===== config.mk =====
export PLATFORM = sky130hd
export DESIGN_NAME = scp_port
export DESIGN_NICKNAME = d
export VERILOG_FILES = /design/src/scp_pkg.sv /design/src/scp_fifo.sv /design/src/scp_port.sv
export SDC_FILE = /design/constraint.sdc
export NUM_CORES = 1
export LEC_CHECK = 0
export BUFFER_PORTS_ARGS = -buffer_cell sky130_fd_sc_hd__buf_4
export CAP_MARGIN = 20
export CORE_ASPECT_RATIO = 1.5
export CORE_UTILIZATION = 30
export CTS_CLUSTER_SIZE = 16
export DETAILED_ROUTE_END_ITERATION = 10
export MAX_ROUTING_LAYER = met4
export SLEW_MARGIN = 30
export SYNTH_ARGS = -nofsm -noshare
export SYNTH_HDL_FRONTEND = slang
export SYNTH_SLANG_ARGS = --single-unit

===== constraint.sdc =====
create_clock -name CLK -period 6 [get_ports CLK]
set_input_delay 1.2 -clock CLK [delete_from_list [all_inputs] [get_ports CLK]]
set_output_delay 1.2 -clock CLK [all_outputs]
set_load 0.01 [all_outputs]

===== src/scp_pkg.sv =====
// Constants and types for the serial command port front end
package scp_pkg;
	localparam int SCP_BYTE_W = 8;
	localparam int SCP_FIFO_DEPTH = 32;
	localparam int SCP_PTR_W = 5;
	localparam logic [2:0] SCP_BITCNT_RST = 3'h0;
	localparam logic [2:0] SCP_BITCNT_LAST = 3'h7;
	localparam logic [7:0] SCP_BYTE_RST = 8'h00;
	localparam logic [7:0] SCP_IDLE_DATA = 8'hFF;
	localparam logic [1:0] SCP_SYNC_RST = 2'h0;
	localparam logic [1:0] SCP_PIN_RST = 2'h3;

	typedef enum logic [0:0] {
		SCP_IDLE = 1'b0,
		SCP_XFER = 1'b1
	} scp_state_t;

	typedef struct packed {
		scp_state_t state;
		logic [1:0] sck_sync;
		logic [1:0] cs_sync;
		logic [1:0] si_sync;
		logic [1:0] edge_sync;
		logic sck_prev;
		logic [2:0] in_cnt;
		logic [7:0] in_shift;
		logic [2:0] out_cnt;
		logic [7:0] out_shift;
		logic so;
		logic so_oe_n;
		logic busy_n;
		logic wr_valid;
		logic [7:0] wr_data;
		logic reply_rdy;
	} scp_regs_t;
endpackage


===== src/scp_fifo.sv =====
// Parameterised FIFO with valid/ready on both sides
module scp_fifo
	import scp_pkg::*;
#(
	parameter int WIDTH = SCP_BYTE_W,
	parameter int DEPTH = SCP_FIFO_DEPTH,
	parameter int PW = SCP_PTR_W
) (
	input wire logic clk,
	input wire logic reset_n,
	input wire logic in_valid,
	output logic in_ready,
	input wire logic [WIDTH-1:0] in_data,
	output logic out_valid,
	input wire logic out_ready,
	output logic [WIDTH-1:0] out_data
);
	logic [WIDTH-1:0] mem [DEPTH];
	logic [PW:0] wr_ptr_reg;
	logic [PW:0] rd_ptr_reg;
	logic [WIDTH-1:0] rd_data_reg;
	logic rd_valid_reg;
	logic empty;
	logic full;
	logic do_wr;
	logic do_rd;

	assign empty = wr_ptr_reg == rd_ptr_reg;
	assign full = (wr_ptr_reg[PW] != rd_ptr_reg[PW]) && (wr_ptr_reg[PW-1:0] == rd_ptr_reg[PW-1:0]);
	assign in_ready = !full;
	assign do_wr = in_valid && !full;
	// Refill output register when it is empty or being drained
	assign do_rd = !empty && (!rd_valid_reg || out_ready);
	assign out_valid = rd_valid_reg;
	assign out_data = rd_data_reg;

	always_ff @(posedge clk) begin
		if (do_wr) begin
			mem[wr_ptr_reg[PW-1:0]] <= in_data;
		end
	end

	always_ff @(posedge clk or negedge reset_n) begin
		if (!reset_n) begin
			wr_ptr_reg <= '0;
			rd_ptr_reg <= '0;
			rd_data_reg <= '0;
			rd_valid_reg <= 1'b0;
		end else begin
			if (do_wr) begin
				wr_ptr_reg <= wr_ptr_reg + 1'b1;
			end
			if (do_rd) begin
				rd_ptr_reg <= rd_ptr_reg + 1'b1;
				rd_data_reg <= mem[rd_ptr_reg[PW-1:0]];
				rd_valid_reg <= 1'b1;
			end else if (out_ready) begin
				rd_valid_reg <= 1'b0;
			end
		end
	end
endmodule


===== src/scp_port.sv =====
// Serial command port front end with edge select and receive FIFO
module scp_port
	import scp_pkg::*;
(
	input wire logic CLK,
	input wire logic RESET_N,
	input wire logic PORT_SELECT_N,
	input wire logic SERIAL_CLK,
	input wire logic SERIAL_IN,
	input wire logic CLOCK_EDGE_SELECT,
	output logic SERIAL_OUT,
	output logic SERIAL_OUT_OE_N,
	output logic COMMAND_BUSY_N,
	output logic CMD_VALID,
	input wire logic CMD_READY,
	output logic [7:0] CMD_DATA,
	input wire logic REPLY_VALID,
	output logic REPLY_READY,
	input wire logic [7:0] REPLY_DATA,
	input wire logic CMD_BUSY
);
	scp_regs_t r_reg;
	scp_regs_t r_next;
	logic fifo_in_ready;
	logic sck_s;
	logic sck_rise;
	logic sck_fall;
	logic cs_active;
	logic sample_edge;
	logic launch_edge;
	logic reply_take;

	assign sck_s = r_reg.sck_sync[1];
	assign sck_rise = sck_s && !r_reg.sck_prev;
	assign sck_fall = !sck_s && r_reg.sck_prev;
	assign cs_active = !r_reg.cs_sync[1];
	// Edge selection per static edge-select level
	assign sample_edge = r_reg.edge_sync[1] ? sck_fall : sck_rise;
	assign launch_edge = r_reg.edge_sync[1] ? sck_rise : sck_fall;
	assign reply_take = r_reg.state == SCP_XFER && cs_active && launch_edge
		&& r_reg.out_cnt == SCP_BITCNT_LAST;
	assign REPLY_READY = r_reg.reply_rdy;

	always_comb begin
		r_next = r_reg;
		r_next.sck_sync = {r_reg.sck_sync[0], SERIAL_CLK};
		r_next.cs_sync = {r_reg.cs_sync[0], PORT_SELECT_N};
		r_next.si_sync = {r_reg.si_sync[0], SERIAL_IN};
		r_next.edge_sync = {r_reg.edge_sync[0], CLOCK_EDGE_SELECT};
		r_next.sck_prev = sck_s;
		r_next.busy_n = !CMD_BUSY;
		r_next.reply_rdy = reply_take && REPLY_VALID;
		if (r_reg.wr_valid && fifo_in_ready) begin
			r_next.wr_valid = 1'b0;
		end
		case (r_reg.state)
			SCP_IDLE: begin
				r_next.so_oe_n = 1'b1;
				r_next.in_cnt = SCP_BITCNT_RST;
				r_next.out_cnt = SCP_BITCNT_RST;
				if (cs_active) begin
					r_next.state = SCP_XFER;
					r_next.so_oe_n = 1'b0;
					r_next.out_shift = REPLY_VALID ? REPLY_DATA : SCP_IDLE_DATA;
					r_next.so = REPLY_VALID ? REPLY_DATA[7] : SCP_IDLE_DATA[7];
				end
			end
			SCP_XFER: begin
				if (!cs_active) begin
					r_next.state = SCP_IDLE;
					r_next.in_cnt = SCP_BITCNT_RST;
					r_next.out_cnt = SCP_BITCNT_RST;
					r_next.so_oe_n = 1'b1;
				end else begin
					if (sample_edge) begin
						r_next.in_shift = {r_reg.in_shift[6:0], r_reg.si_sync[1]};
						r_next.in_cnt = r_reg.in_cnt + 3'h1;
						if (r_reg.in_cnt == SCP_BITCNT_LAST) begin
							r_next.wr_valid = 1'b1;
							r_next.wr_data = {r_reg.in_shift[6:0], r_reg.si_sync[1]};
						end
					end
					if (launch_edge) begin
						r_next.out_cnt = r_reg.out_cnt + 3'h1;
						if (r_reg.out_cnt == SCP_BITCNT_LAST) begin
							r_next.out_shift = REPLY_VALID ? REPLY_DATA : SCP_IDLE_DATA;
							r_next.so = REPLY_VALID ? REPLY_DATA[7] : SCP_IDLE_DATA[7];
						end else begin
							r_next.out_shift = {r_reg.out_shift[6:0], 1'b1};
							r_next.so = r_reg.out_shift[6];
						end
					end
				end
			end
			default: begin
				r_next.state = SCP_IDLE;
			end
		endcase
	end

	// Reset returns everything to the idle state
	always_ff @(posedge CLK or negedge RESET_N) begin
		if (!RESET_N) begin
			r_reg.state <= SCP_IDLE;
			r_reg.sck_sync <= SCP_SYNC_RST;
			r_reg.cs_sync <= SCP_PIN_RST;
			r_reg.reply_rdy <= 1'b0;
			r_reg.si_sync <= SCP_SYNC_RST;
			r_reg.edge_sync <= SCP_SYNC_RST;
			r_reg.sck_prev <= 1'b0;
			r_reg.in_cnt <= SCP_BITCNT_RST;
			r_reg.in_shift <= SCP_BYTE_RST;
			r_reg.out_cnt <= SCP_BITCNT_RST;
			r_reg.out_shift <= SCP_BYTE_RST;
			r_reg.so <= 1'b1;
			r_reg.so_oe_n <= 1'b1;
			r_reg.busy_n <= 1'b1;
			r_reg.wr_valid <= 1'b0;
			r_reg.wr_data <= SCP_BYTE_RST;
		end else begin
			r_reg <= r_next;
		end
	end

	assign SERIAL_OUT = r_reg.so;
	assign SERIAL_OUT_OE_N = r_reg.so_oe_n;
	assign COMMAND_BUSY_N = r_reg.busy_n;

	scp_fifo #(
		.WIDTH(SCP_BYTE_W),
		.DEPTH(SCP_FIFO_DEPTH),
		.PW(SCP_PTR_W)
	) u_fifo (
		.clk(CLK),
		.reset_n(RESET_N),
		.in_valid(r_reg.wr_valid),
		.in_ready(fifo_in_ready),
		.in_data(r_reg.wr_data),
		.out_valid(CMD_VALID),
		.out_ready(CMD_READY),
		.out_data(CMD_DATA)
	);
endmodule


==> After elaboration in Yosys (flattened, before gate mapping) <==
Memories as Yosys holds them, arrays and structs flattened. A register that Yosys moved wholly into a read port is not among the register bits.
Index checks and enable logic that the tools add are counted.
{ "word_totals": {"register_bits": 57, "ramBits": 256, "inputBits": 17, "out_inout_bits": 13, "elab_cells": 83, "memories": 1} }
{ "classes": {"n_addsub": 4, "n_eq_ne": 11, "n_mux": 24, "bitwise": 2, "reduce_logical": 22} }
{ "memory_table": {"columns": ["name", "depth", "width", "read_ports", "rd_clocked_by_memory_dff", "wr", "line", "text"], "rows": [
  ["u_fifo.mem", 32, 8, 1, 1, 1, "scp_fifo.sv:18", "logic [WIDTH-1:0] mem [DEPTH];"]
]} }
{ "ops": {"columns": ["operator", "n"], "rows": [
  ["9-bit two-way mux", 6],
  ["13-bit case mux with 2 select lines", 1],
  ["6-bit by 1-bit adder with 6-bit output, second input constant", 2],
  ["12-bit two-way mux", 1],
  ["11-bit two-way mux", 1],
  ["1-bit two-way mux", 10],
  ["10-bit two-way mux", 1],
  ["1-bit logical AND", 9],
  ["1-bit zero test", 8],
  ["8-bit two-way mux", 1],
  ["3-bit by 1-bit adder with 3-bit output, second input constant", 2],
  ["3-bit == test, second input constant", 2],
  ["6-bit == test", 1],
  ["3-bit two-way mux", 2],
  ["2-bit inequality test, second input constant", 3],
  ["3-bit by 2-bit inequality test with 1-bit output, second input constant", 2],
  ["3-bit case mux with 2 select lines", 1],
  ["3-bit AND reduction", 2],
  ["5-bit == test", 1],
  ["4-bit AND reduction", 1],
  ["2-bit by 1-bit inequality test with 1-bit output, second input constant", 1],
  ["1-bit NOT", 2],
  ["2-bit nonzero test", 1],
  ["1-bit logical OR", 1],
  ["1-bit inequality test", 1]
]} }

==> Longest topological paths before layout <==
Gate-level depths: netlist of run 1.
{ "depth": {"ltp_word": 9, "mapped_depth": 8, "depth_no_buf": 6} }

==> Modules after synthesis <==
A second synthesis of run 1 with hierarchy kept.
{ "hier_totals": {"hier_cells": 768, "hier_area_um2": 13043.8} }
{ "by_module_without_submodules": {"columns": ["module", "n_inst", "cells_each", "area_per_inst_um2", "seq_area_each_um2"], "rows": [
  ["scp_fifo", 1, 616, 11125.7, 8212.9],
  ["scp_port", 1, 152, 1918.1, 1082.3]
]} }

==> Worst setup path after synthesis of run 1 <==
No wires, ideal clock.
{ "synth_path": {"path_type": "in2reg", "from": "input CMD_READY", "to": "register u_fifo.rd_data_reg[1] (netlist: u_fifo.out_data[1]) (read register of u_fifo.mem)", "setup_ns": 0.121, "arrival_time_ns": 1.933, "t_required_ns": 5.879, "setup_slack_ns": 3.946, "path_stages": 5, "path_buffers": 1, "path_cell_list": "nand2b_1 -> o31ai_1 -> buf_2 -> a21oi_1 -> a22o_1"} }
{ "synth_between": {"elab_chain_cells": 2} }
{ "synth_rtl": {"columns": ["item", "line", "text"], "rows": [
  ["from (decl)", "scp_port.sv:15", "input wire logic CMD_READY,"],
  ["1-bit logical OR", "scp_fifo.sv:33", "assign do_rd = !empty && (!rd_valid_reg || out_ready);"],
  ["1-bit logical AND", "scp_fifo.sv:33", null],
  ["to (decl)", "scp_fifo.sv:21", "logic [WIDTH-1:0] rd_data_reg;"]
]} }
No other way between the ends.
A chain may end at the register's enable or synchronous reset.

==> Worst setup path in the final report of run 1 <==
{ "layout_path": {"from": "register u_fifo.rd_ptr_reg[0]", "to": "memory u_fifo.mem[8][4] in the netlist's numbering (enable)"} }
{ "layout_between": {"elab_chain_cells": 6} }
{ "layout_rtl": {"columns": ["item", "line", "text"], "rows": [
  ["from (decl)", "scp_fifo.sv:20", "logic [PW:0] rd_ptr_reg;"],
  ["from (signal assigned)", "scp_fifo.sv:54", "rd_ptr_reg <= rd_ptr_reg + 1'b1;"],
  ["5-bit == test", "scp_fifo.sv:29", "assign full = (wr_ptr_reg[PW] != rd_ptr_reg[PW]) && (wr_ptr_reg[PW-1:0] == rd_ptr_reg[PW-1:0]);"],
  ["1-bit logical AND", "scp_fifo.sv:29", null],
  ["1-bit zero test", "scp_fifo.sv:31", "assign do_wr = in_valid && !full;"],
  ["1-bit logical AND", "scp_fifo.sv:31", null],
  ["1-bit two-way mux", "scp_fifo.sv:38", "if (do_wr) begin"],
  ["1-bit two-way mux (implied by the code)", "scp_fifo.sv:39", "mem[wr_ptr_reg[PW-1:0]] <= in_data;"],
  ["to (decl)", "scp_fifo.sv:18", null]
]} }
No other way between the ends.

==> results of run 1 <==
power by group:
group	internal (µW)	switching, µW
Sequential	2450	166
Clock	1170	808
Combinational	407	468
Total	4020	1440
stage by stage:
step | area (µm²) | utilization (%) | cells | total power, µW
floorplan | 12600 | - | 706 | 3280
global placement | 13400 | 32.4 | 1262 | 3540
detailed placement | 13400 | 32.5 | 1263 | 3550
CTS | 14500 | 35.0 | 1320 | 5540
global route | 14500 | 35.0 | 1320 | 5700
finish | 14500 | 35.0 | 1320 | 5470
critical path: stages, from the launching register on:
cell	delay (ns)
dfrtp_4	1.01
xnor2_1	0.17
nand3_1	0.22
o31a_1	0.36
nand2_1	0.40
nor2_1	0.73
synthesized netlist by cell type:
cell,number,share of area [%]
edfxtp_1,256,61
dfrtp_1,59,12
nor2_1,47,1.4
mux4_2,45,8.0
mux2i_1,40,3.2
a21oi_1,39,1.5
nand2_1,25,0.74
buf_2,18,0.71
mux2_2,17,1.5
o21ai_0,17,0.67
inv_1,13,0.39
xnor2_1,11,0.76
clkbuf_1,10,0.30
a22o_1,9,0.63
a22oi_1,9,0.54
ha_1,9,0.89
o221ai_1,8,0.56
a211oi_1,7,0.42
o22ai_1,7,0.35
xor2_1,7,0.49
nand3_1,6,0.24
nor2b_1,6,0.30
buf_4,5,0.30
dfstp_2,5,1.0
mux4_1,4,0.83
nand3b_1,4,0.24
nand2b_1,3,0.15
nor3_1,3,0.12
buf_1,2,0.060
nand4_1,2,0.099
o31ai_1,2,0.12
a211o_1,1,0.069
a21o_1,1,0.060
and3_1,1,0.050
and3b_1,1,0.069
buf_6,1,0.089
nand2_2,1,0.050
nor2_2,1,0.050
nor3b_1,1,0.060
o31a_1,1,0.069
or3_1,1,0.050
or3b_2,1,0.069
kinds of logic (layout without fill, tap and decap cells):
| family | Yosys count | after routing |
|---|---|---|
| AOI/OAI and AO/OA | 101 | 101 |
| xor gates and xnor gates | 18 | 18 |
| adders and majority gates | 9 | 9 |
| buffers and inverters | 49 | 105 |
| DFF | 320 | 320 |
| muxes | 106 | 106 |
| and+or+nand+nor | 103 | 103 |
routing by layer:
layer / wire length (µm) / global-route usage, %
met5: 0 / -
met4: 635 / 4.61
met3: 1100 / 1.48
met2: 13400 / 22.2
met1: 9810 / 14.3
final cells by class:
| class | count | area [µm²] |
|---|---|---|
| repair buffers | 35 | 267 |
| flip-flops and latches | 320 | 9310 |
| inverters | 13 | 48.8 |
| clock inverters | 17 | 196 |
| clock buffers | 40 | 850 |
| multi-input cells | 337 | 3090 |
| fillers | 3888 | 26900 |
| well taps | 558 | 698 |
final timing paths:
check,startpoint,endpoint,depth (start not counted)
min,r_next[43]$_DFF_PN0_,r_next[35]$_DFF_PN0_,0
max in group asynchronous,RESET_N,u_fifo.rd_ptr_reg[0]$_DFFE_PN0P_,1
max reg2reg,u_fifo.rd_ptr_reg[0]$_DFFE_PN0P_,u_fifo.mem[8][4]$_DFFE_PP_,5
max,u_fifo.rd_ptr_reg[0]$_DFFE_PN0P_,u_fifo.mem[8][4]$_DFFE_PP_,5
min in group asynchronous,RESET_N,r_reg[13]$_DFFE_PN0P_,1
min reg2reg,r_next[43]$_DFF_PN0_,r_next[35]$_DFF_PN0_,0
placed cells by master, fill, tap and decap left out, drive strengths merged, types with 3 or more instances in the layout:
cell type and instances:
a211oi 7, a21oi 39, a22o 9, a22oi 9, buf 35, bufinv 4
clkbuf 40, clkinv 9, dfrtp 59, dfstp 5, edfxtp 256, ha 9
inv 15, mux2 17, mux2i 40, mux4 49, nand2 26, nand2b 3
nand3 6, nand3b 4, nor2 48, nor2b 6, nor3 3, o21ai 17
o221ai 8, o22ai 7, xnor2 11, xor2 7
==> metrics.yaml, run 1 <==
cts_resized: 0
port_buffers: 29
synth_compound_area_share_pct: 5.02
cp.arrival_ns: 3.46
vias: 6124
crit_path_end_kind: "flop"
yosysUniqueCellTypes: 42
drt_wl_total_mm: 24.9
antenna_found_initial: 0
dp_hpwl_mm: 15.8
synth_simple_gate_area_share_pct: 3.68
ys_ff_latch: 320
grt_pass1_wl_mm: 39.2
ys_warn_count: 0
finalCriticalPeriod_ns: 3.28
pre_cts_ws_ns: 2.67
grt_setup_unrepaired: "false"
via_per_inst: 4.64
synthCells: 706
cts_tree: "yes"
fin_skew_ns: 0.0164
hold_viol: 0
synth_mux_area_share_pct: 13.6
maxCapViolations: 0
synth_fa_ha_area_share_pct: 0.893
cts.htree.levels: 1
die_h_um: 253
clk_latency_ns: 0.56
cts_sinks: 320
holdWs_ns: 0.347
ant_nets: 0
cts.clk_slew.worst_paths_ns: 0.06
place_congestion: 0.751
crit_required_ns: 6.18
cts_root_buf: "clkbuf_16"
worstPathMaxFanout: 46
clk_path_buf_depth: 3
area_growth_pct: 14.7
io_pins: 30
cp-start-kind: "flop"
grt_max_degree: 65
core_area_um2: 41300
slew_headroom_pct: 40.5
synth_area_um2: 12600
finalWorstSetupSlack_ns: 2.72
die_w_um: 169
drv_slew: 0
grt.total_usage_pct: 12.5
post_cts_buffers: 0
worstSetupPathType: "reg2reg"
avgSynthCellArea_um2: 17.9
start_util_pct: 30.5
fin_crit_sh_pct: 54.7
row_count: 91
outcome: "completed"
drtIter0Drc: 396
largest_reg_flops: 256
worstMarginPinSlew_ns: 0.893
ctsHoldBuffers: 0
setup_viol: 0
fmax_ghz: 0.305
ff2ff_setup_slack_ns: 2.72
gr-total-overflow: 0
drcViolationCount: 0
p_leak_uw: 0.00516
wl_per_cell_um: 18.9
fin_nets: 764
fp.dieArea_um2: 42900
hold_path_class: "reg2reg"
n_antenna_cell: 0
first_pass_iters: 5
synth-xor-area-share_pct: 1.25
grt_pass1_vias: 6670
layout-drive-gt1-share_pct: 21.5
cts_buffers: 31
ys_seq_area_share_pct: 73.7
ir_drop_uv: 216
postSynthNetCount: 732
synth_top_family_by_area: "multiplexers"
pwr_density_cell_nw_per_um2: 378
fin_setup_tns_ns: 0
Power figures use the tool's default switching activity.
==> run 2: changes to the inputs <==
Clock period 6 ns to 3.42 ns, I/O delays scaled along.
==> metrics.yaml, run 2 (synthesized netlist as in run 1, its figures left out) <==
place_congestion: 0.773  # was 0.751
start_util_pct: 30.5  # unchanged
cts.htree.levels: 1  # unchanged
clk_latency_ns: 0.55  # was 0.56 ns
layout-drive-gt1-share_pct: 25.4  # was 21.5%
cp.arrival_ns: 3.06  # was 3.46 ns
cts.clk_slew.worst_paths_ns: 0.07  # was 0.06 ns
fillers: 3885  # was 3888
fin_area_um2: 14700  # was 14500 µm²
grt_max_degree: 65  # unchanged
hold_viol: 0  # unchanged
fmax_ghz: 0.387  # was 0.305 GHz
clk_path_buf_depth: 3  # unchanged
fin_skew_ns: 0.0137  # was 0.0164 ns
grt_pass1_wl_mm: 39.1  # was 39.2 mm
grt_pass1_vias: 6689  # was 6670
cts_root_buf: "clkbuf_16"  # unchanged
placed_cell_area_um2: 13700  # was 13400 µm²
vias: 6171  # was 6124
final_cell_mix: "edfxtp_1, buf_4, dfrtp_1, nor2_1, mux4_2"  # was edfxtp_1, dfrtp_1, nor2_1, mux4_2, mux2i_1
outcome: "completed"  # unchanged
drcViolationCount: 0  # unchanged
row_count: 91  # unchanged
wl_met2_mm: 14.1  # was 13.4 mm
fin_crit_sh_pct: 75.5  # was 54.7%
setup_viol: 0  # unchanged
cts_tree: "yes"  # unchanged
final_common_cell: "edfxtp_1"  # unchanged
maxCapViolations: 0  # unchanged
worstSetupPathType: "reg2reg"  # unchanged
multiInputGateArea_um2: 3090  # about the same
ctsHoldBuffers: 0  # unchanged
regArea_um2: 9310  # unchanged
worstPathMaxFanout: 15  # was 46
slew_headroom_pct: 41.9  # was 40.5%
area_growth_pct: 16.8  # was 14.7%
port_buffers: 29  # unchanged
largest_reg_flops: 256  # unchanged
wl_per_cell_um: 18.4  # was 18.9 µm
fp.dieArea_um2: 42900  # unchanged
p_leak_uw: 0.00534  # was 0.00516 µW
n_antenna_cell: 0  # unchanged
grt_setup_unrepaired: "false"  # unchanged
cts_resized: 0  # unchanged
cp-start-kind: "flop"  # unchanged
finalCriticalPeriod_ns: 2.58  # was 3.28 ns
ant_nets: 0  # unchanged
wl_met3_um: 944  # was 1.10 mm
holdWs_ns: 0.238  # was 0.347 ns
drtIter0Drc: 455  # was 396
die_h_um: 253  # unchanged
drv_slew: 0  # unchanged
first_pass_iters: 5  # unchanged
cts_buffers: 29  # was 31
fin_setup_tns_ns: 0  # unchanged
die_w_um: 169  # unchanged
core_area_um2: 41300  # unchanged
pwr_density_cell_nw_per_um2: 649  # was 378 nW/µm²
wl_met1_mm: 9.21  # was 9.81 mm
drt_wl_total_mm: 25.0  # was 24.9 mm
io_pins: 30  # unchanged
worstMarginPinSlew_ns: 0.870  # was 0.893 ns
ir_drop_uv: 374  # was 216 µV
hold_path_class: "in2async"  # was reg2reg
gr-total-overflow: 0  # unchanged
antenna_found_initial: 0  # unchanged
grt.total_usage_pct: 12.5  # about the same
post_cts_buffers: 0  # unchanged
top_layer: "met4"  # unchanged
fin_nets: 802  # was 764
crit_required_ns: 3.90  # was 6.18 ns
cts_sinks: 320  # unchanged
crit_path_end_kind: "flop"  # unchanged
via_per_inst: 4.55  # was 4.64
dp_hpwl_mm: 16.7  # was 15.8 mm
==> run 2: layout make-up <==
| class | instances | area share (%) |
|---|---|---|
| sequential | 320 | 63.2 |
| multi-input combinational | 337 | 21.0 |
| tap | 558 | 4.74 |
| timing repair buffer | 75 | 3.91 |
| clock inverter | 22 | 1.79 |
| clock buffer | 31 | 4.98 |
| inverter | 13 | 0.332 |
==> run 2: metrics by stage <==
stage	worst slack, ns	total power, µW	instances	util (%)
final	0.837	9550	1356	35.6
after detailed placement	0.790	6330	1303	33.2
after floorplan	1.39	5750	706	-
after global placement	0.852	6310	1303	33.2
after global routing	0.597	9950	1356	35.6
after CTS	0.773	9710	1356	35.6
==> run 2: path summary, 6_finish.rpt <==
| kind | from | slack [ns] | to | depth (start not counted) |
|---|---|---|---|---|
| max | u_fifo.rd_ptr_reg[1]$_DFFE_PN0P_ | 0.84 | u_fifo.out_data[3]$_DFFE_PN0P_ | 5 |
| min reg2reg | r_next[43]$_DFF_PN0_ | 0.34 | r_next[35]$_DFF_PN0_ | 0 |
| max reg2reg | u_fifo.rd_ptr_reg[1]$_DFFE_PN0P_ | 0.84 | u_fifo.out_data[3]$_DFFE_PN0P_ | 5 |
| min | RESET_N | 0.24 | r_reg[13]$_DFFE_PN0P_ | 1 |
| max in group asynchronous | RESET_N | 2.55 | u_fifo.rd_ptr_reg[0]$_DFFE_PN0P_ | 1 |
| min in group CLK | CMD_BUSY | 0.24 | COMMAND_BUSY_N$_DFF_PN1_ | 2 |
==> run 2: per-layer routing <==
layer	global-route usage, %	up-vias
met5	-	-
met4	4.76	0
met3	1.48	35
met2	23.9	110
met1	12.8	3124
li1	-	2902
==> run 2: where the power goes <==
group          internal [µW]  leakage, µW  switching, µW
logic                    767      0.00153            921
clock network           1940     0.000479           1410
registers               4290      0.00333            213
total                   7000      0.00534           2550
==> run 2: critical path, stage by stage, from the launching register on <==
cell     delay [ns]
dfrtp_1        0.63
buf_4          0.29
nor2_1         0.56
a22oi_1        0.19
a21oi_1        0.62
a22o_1         0.23
==> run 3: changes to the inputs <==
Clock period 3.42 ns to 2.3 ns, I/O delays scaled along.
==> metrics.yaml, run 3 (synthesized netlist as in run 1, its figures left out) <==
outcome: "completed"  # unchanged
crit_path_end_kind: "flop"  # unchanged
fin_nets: 804  # was 802
placed_cell_area_um2: 13800  # was 13700 µm²
hold_viol: 0  # unchanged
slew_headroom_pct: 50.6  # was 41.9%
drcViolationCount: 0  # unchanged
cts_buffers: 30  # was 29
clk_latency_ns: 0.56  # was 0.55 ns
ff2ff_setup_slack_ns: 0.07  # was 0.84 ns
vias: 6300  # was 6171
via_per_inst: 4.63  # was 4.55
fin_crit_sh_pct: 96.9  # was 75.5%
cts.clk_slew.worst_paths_ns: 0.07  # about the same
cts_root_buf: "clkbuf_16"  # unchanged
worstReg2RegStart: "u_fifo.rd_ptr_reg[0]$_DFFE_PN0P_"  # was u_fifo.rd_ptr_reg[1]$_DFFE_PN0P_
min_from: "REPLY_VALID"
grt_max_degree: 42  # was 65
port_buffers: 29  # unchanged
n_antenna_cell: 0  # unchanged
fin_skew_ns: 0.0159  # was 0.0137 ns
reg2reg_depth: 6  # was 5
final_cell_mix: "edfxtp_1, buf_4, dfrtp_1, mux4_2, mux2i_1"  # was edfxtp_1, buf_4, dfrtp_1, nor2_1, mux4_2
rr_endpoint: "u_fifo.out_data[6]$_DFFE_PN0P_"  # was u_fifo.out_data[3]$_DFFE_PN0P_
grt_setup_unrepaired: "true"  # was false
clk_path_buf_depth: 3  # unchanged
drtIter0Drc: 336  # was 455
cp.arrival_ns: 2.68  # was 3.06 ns
whs_endpoint: "REPLY_READY$_DFF_PN0_"
drv_slew: 0  # unchanged
cts.htree.levels: 1  # unchanged
cp-start-kind: "flop"  # unchanged
ant_nets: 0  # unchanged
holdWs_ns: 0.189  # was 0.238 ns
gr-total-overflow: 0  # unchanged
crit_required_ns: 2.75  # was 3.90 ns
start_util_pct: 30.5  # unchanged
antenna_found_initial: 0  # unchanged
core_area_um2: 41300  # unchanged
grt.total_usage_pct: 12.9  # was 12.5%
io_pins: 30  # unchanged
first_pass_iters: 6  # was 5
area_growth_pct: 18.6  # was 16.8%
fillers: 3785  # was 3885
dp_hpwl_mm: 16.9  # was 16.7 mm
fp.dieArea_um2: 42900  # unchanged
worstPathMaxFanout: 16  # was 15
largest_reg_flops: 256  # unchanged
pwr_density_cell_nw_per_um2: 975  # was 649 nW/µm²
cts_sinks: 320  # unchanged
row_count: 91  # unchanged
die_h_um: 253  # unchanged
die_w_um: 169  # unchanged
post_cts_buffers: 0  # unchanged
fin_area_um2: 14900  # was 14700 µm²
cts_tree: "yes"  # unchanged
dp_cells: 1297  # was 1303
maxCapViolations: 0  # unchanged
wl_per_cell_um: 19.1  # was 18.4 µm
hold_path_class: "in2reg"  # was in2async
grt_pass1_wl_mm: 40.6  # was 39.1 mm
drt_wl_total_mm: 26.0  # was 25.0 mm
finalCriticalPeriod_ns: 2.23  # was 2.58 ns
worstMarginPinSlew_ns: 0.738  # was 0.870 ns
grt_pass1_vias: 6711  # was 6689
p_leak_uw: 0.00538  # was 0.00534 µW
final_common_cell: "edfxtp_1"  # unchanged
layout-drive-gt1-share_pct: 28.9  # was 25.4%
place_congestion: 0.804  # was 0.773
fmax_ghz: 0.448  # was 0.387 GHz
setup_viol: 0  # unchanged
worstSetupPathType: "reg2reg"  # unchanged
hold_depth: 3
stdcell_count: 1360  # was 1356
ir_drop_uv: 785  # was 374 µV
## run 3: cell count changes in the layout (fill, tap and decap cells not counted), sizes merged
cell         before  now
clkbuf           31   38
bufinv            5    2
clkinvlp          4    3
dlygate4sd3       0    6
bufbuf            0    1
buf              75   69
## run 3: report_power, final
group / switching, µW / leakage (µW) / total, µW / internal [µW]
combinational: 1670 / 0.00156 / 3090 / 1420
sequential: 169 / 0.00333 / 6560 / 6390
clock: 2120 / 0.000486 / 4920 / 2800
## run 3: final cells by class
type,count,area [µm²],share of cell area [%]
Sequential cell,320,9310,62.3
Multi-Input combinational cell,337,3190,21.3
Clock buffer,38,832,5.57
Timing Repair Buffer,76,709,4.75
Tap cell,558,698,4.67
Clock inverter,18,161,1.08
Inverter,13,48.8,0.327
## run 3: timing repair
action / CTS / global route
endpoints found under the hold margin: 36 / 0
cloned: 1 / 0
pin swaps: 0 / 0
hold buffers: 6 / 0
gates resized for setup: 14 / 23
setup endpoints to repair: 110 / 165
## run 3: worst max-delay path, stage by stage (launching register included)
cell,delay (ns)
dfrtp_4,0.41
buf_4,0.22
buf_12,0.21
mux4_2,0.52
mux2i_1,0.23
o21ai_0,0.26
a22o_1,0.25
## run 3: worst max path at each step
| stage | slack (ns) | from | end | cells after the start |
|---|---|---|---|---|
| floorplan | 0.27 | u_fifo.rd_ptr_reg[0]$_DFFE_PN0P_ | u_fifo.mem[11][0]$_DFFE_PP_ | 7 |
| global placement | -0.05 | u_fifo.rd_ptr_reg[0]$_DFFE_PN0P_ | u_fifo.out_data[7]$_DFFE_PN0P_ | 6 |
| detailed placement | -0.04 | u_fifo.rd_ptr_reg[0]$_DFFE_PN0P_ | u_fifo.mem[24][7]$_DFFE_PP_ | 6 |
| CTS | -0.04 | u_fifo.rd_ptr_reg[0]$_DFFE_PN0P_ | u_fifo.mem[20][1]$_DFFE_PP_ | 6 |
| global route | -0.06 | u_fifo.rd_ptr_reg[0]$_DFFE_PN0P_ | u_fifo.mem[31][2]$_DFFE_PP_ | 6 |
| finish | 0.07 | u_fifo.rd_ptr_reg[0]$_DFFE_PN0P_ | u_fifo.out_data[6]$_DFFE_PN0P_ | 6 |
## run 3: per-stage QoR
step / TNS (ns) / total power (µW) / setup WS, ns / utilization (%)
floorplan: 0 / 8550 / 0.273 / -
global placement: -0.875 / 9660 / -0.0490 / 33.3
detailed placement: -1.05 / 9680 / -0.0437 / 33.3
CTS: -0.572 / 14700 / -0.0389 / 36.0
global route: -1.18 / 15100 / -0.0630 / 36.2
finish: 0 / 14600 / 0.0702 / 36.2
## run 3: routing by layer
metal	up-vias	wire (µm)	share of wire (%)	global-route usage (%)
met5	-	0	0	-
met4	0	906	3.5	5.59
met3	46	777	3.0	1.47
met2	115	13900	53	22.8
met1	3237	10400	40	14.8
li1	2902	-	-	-
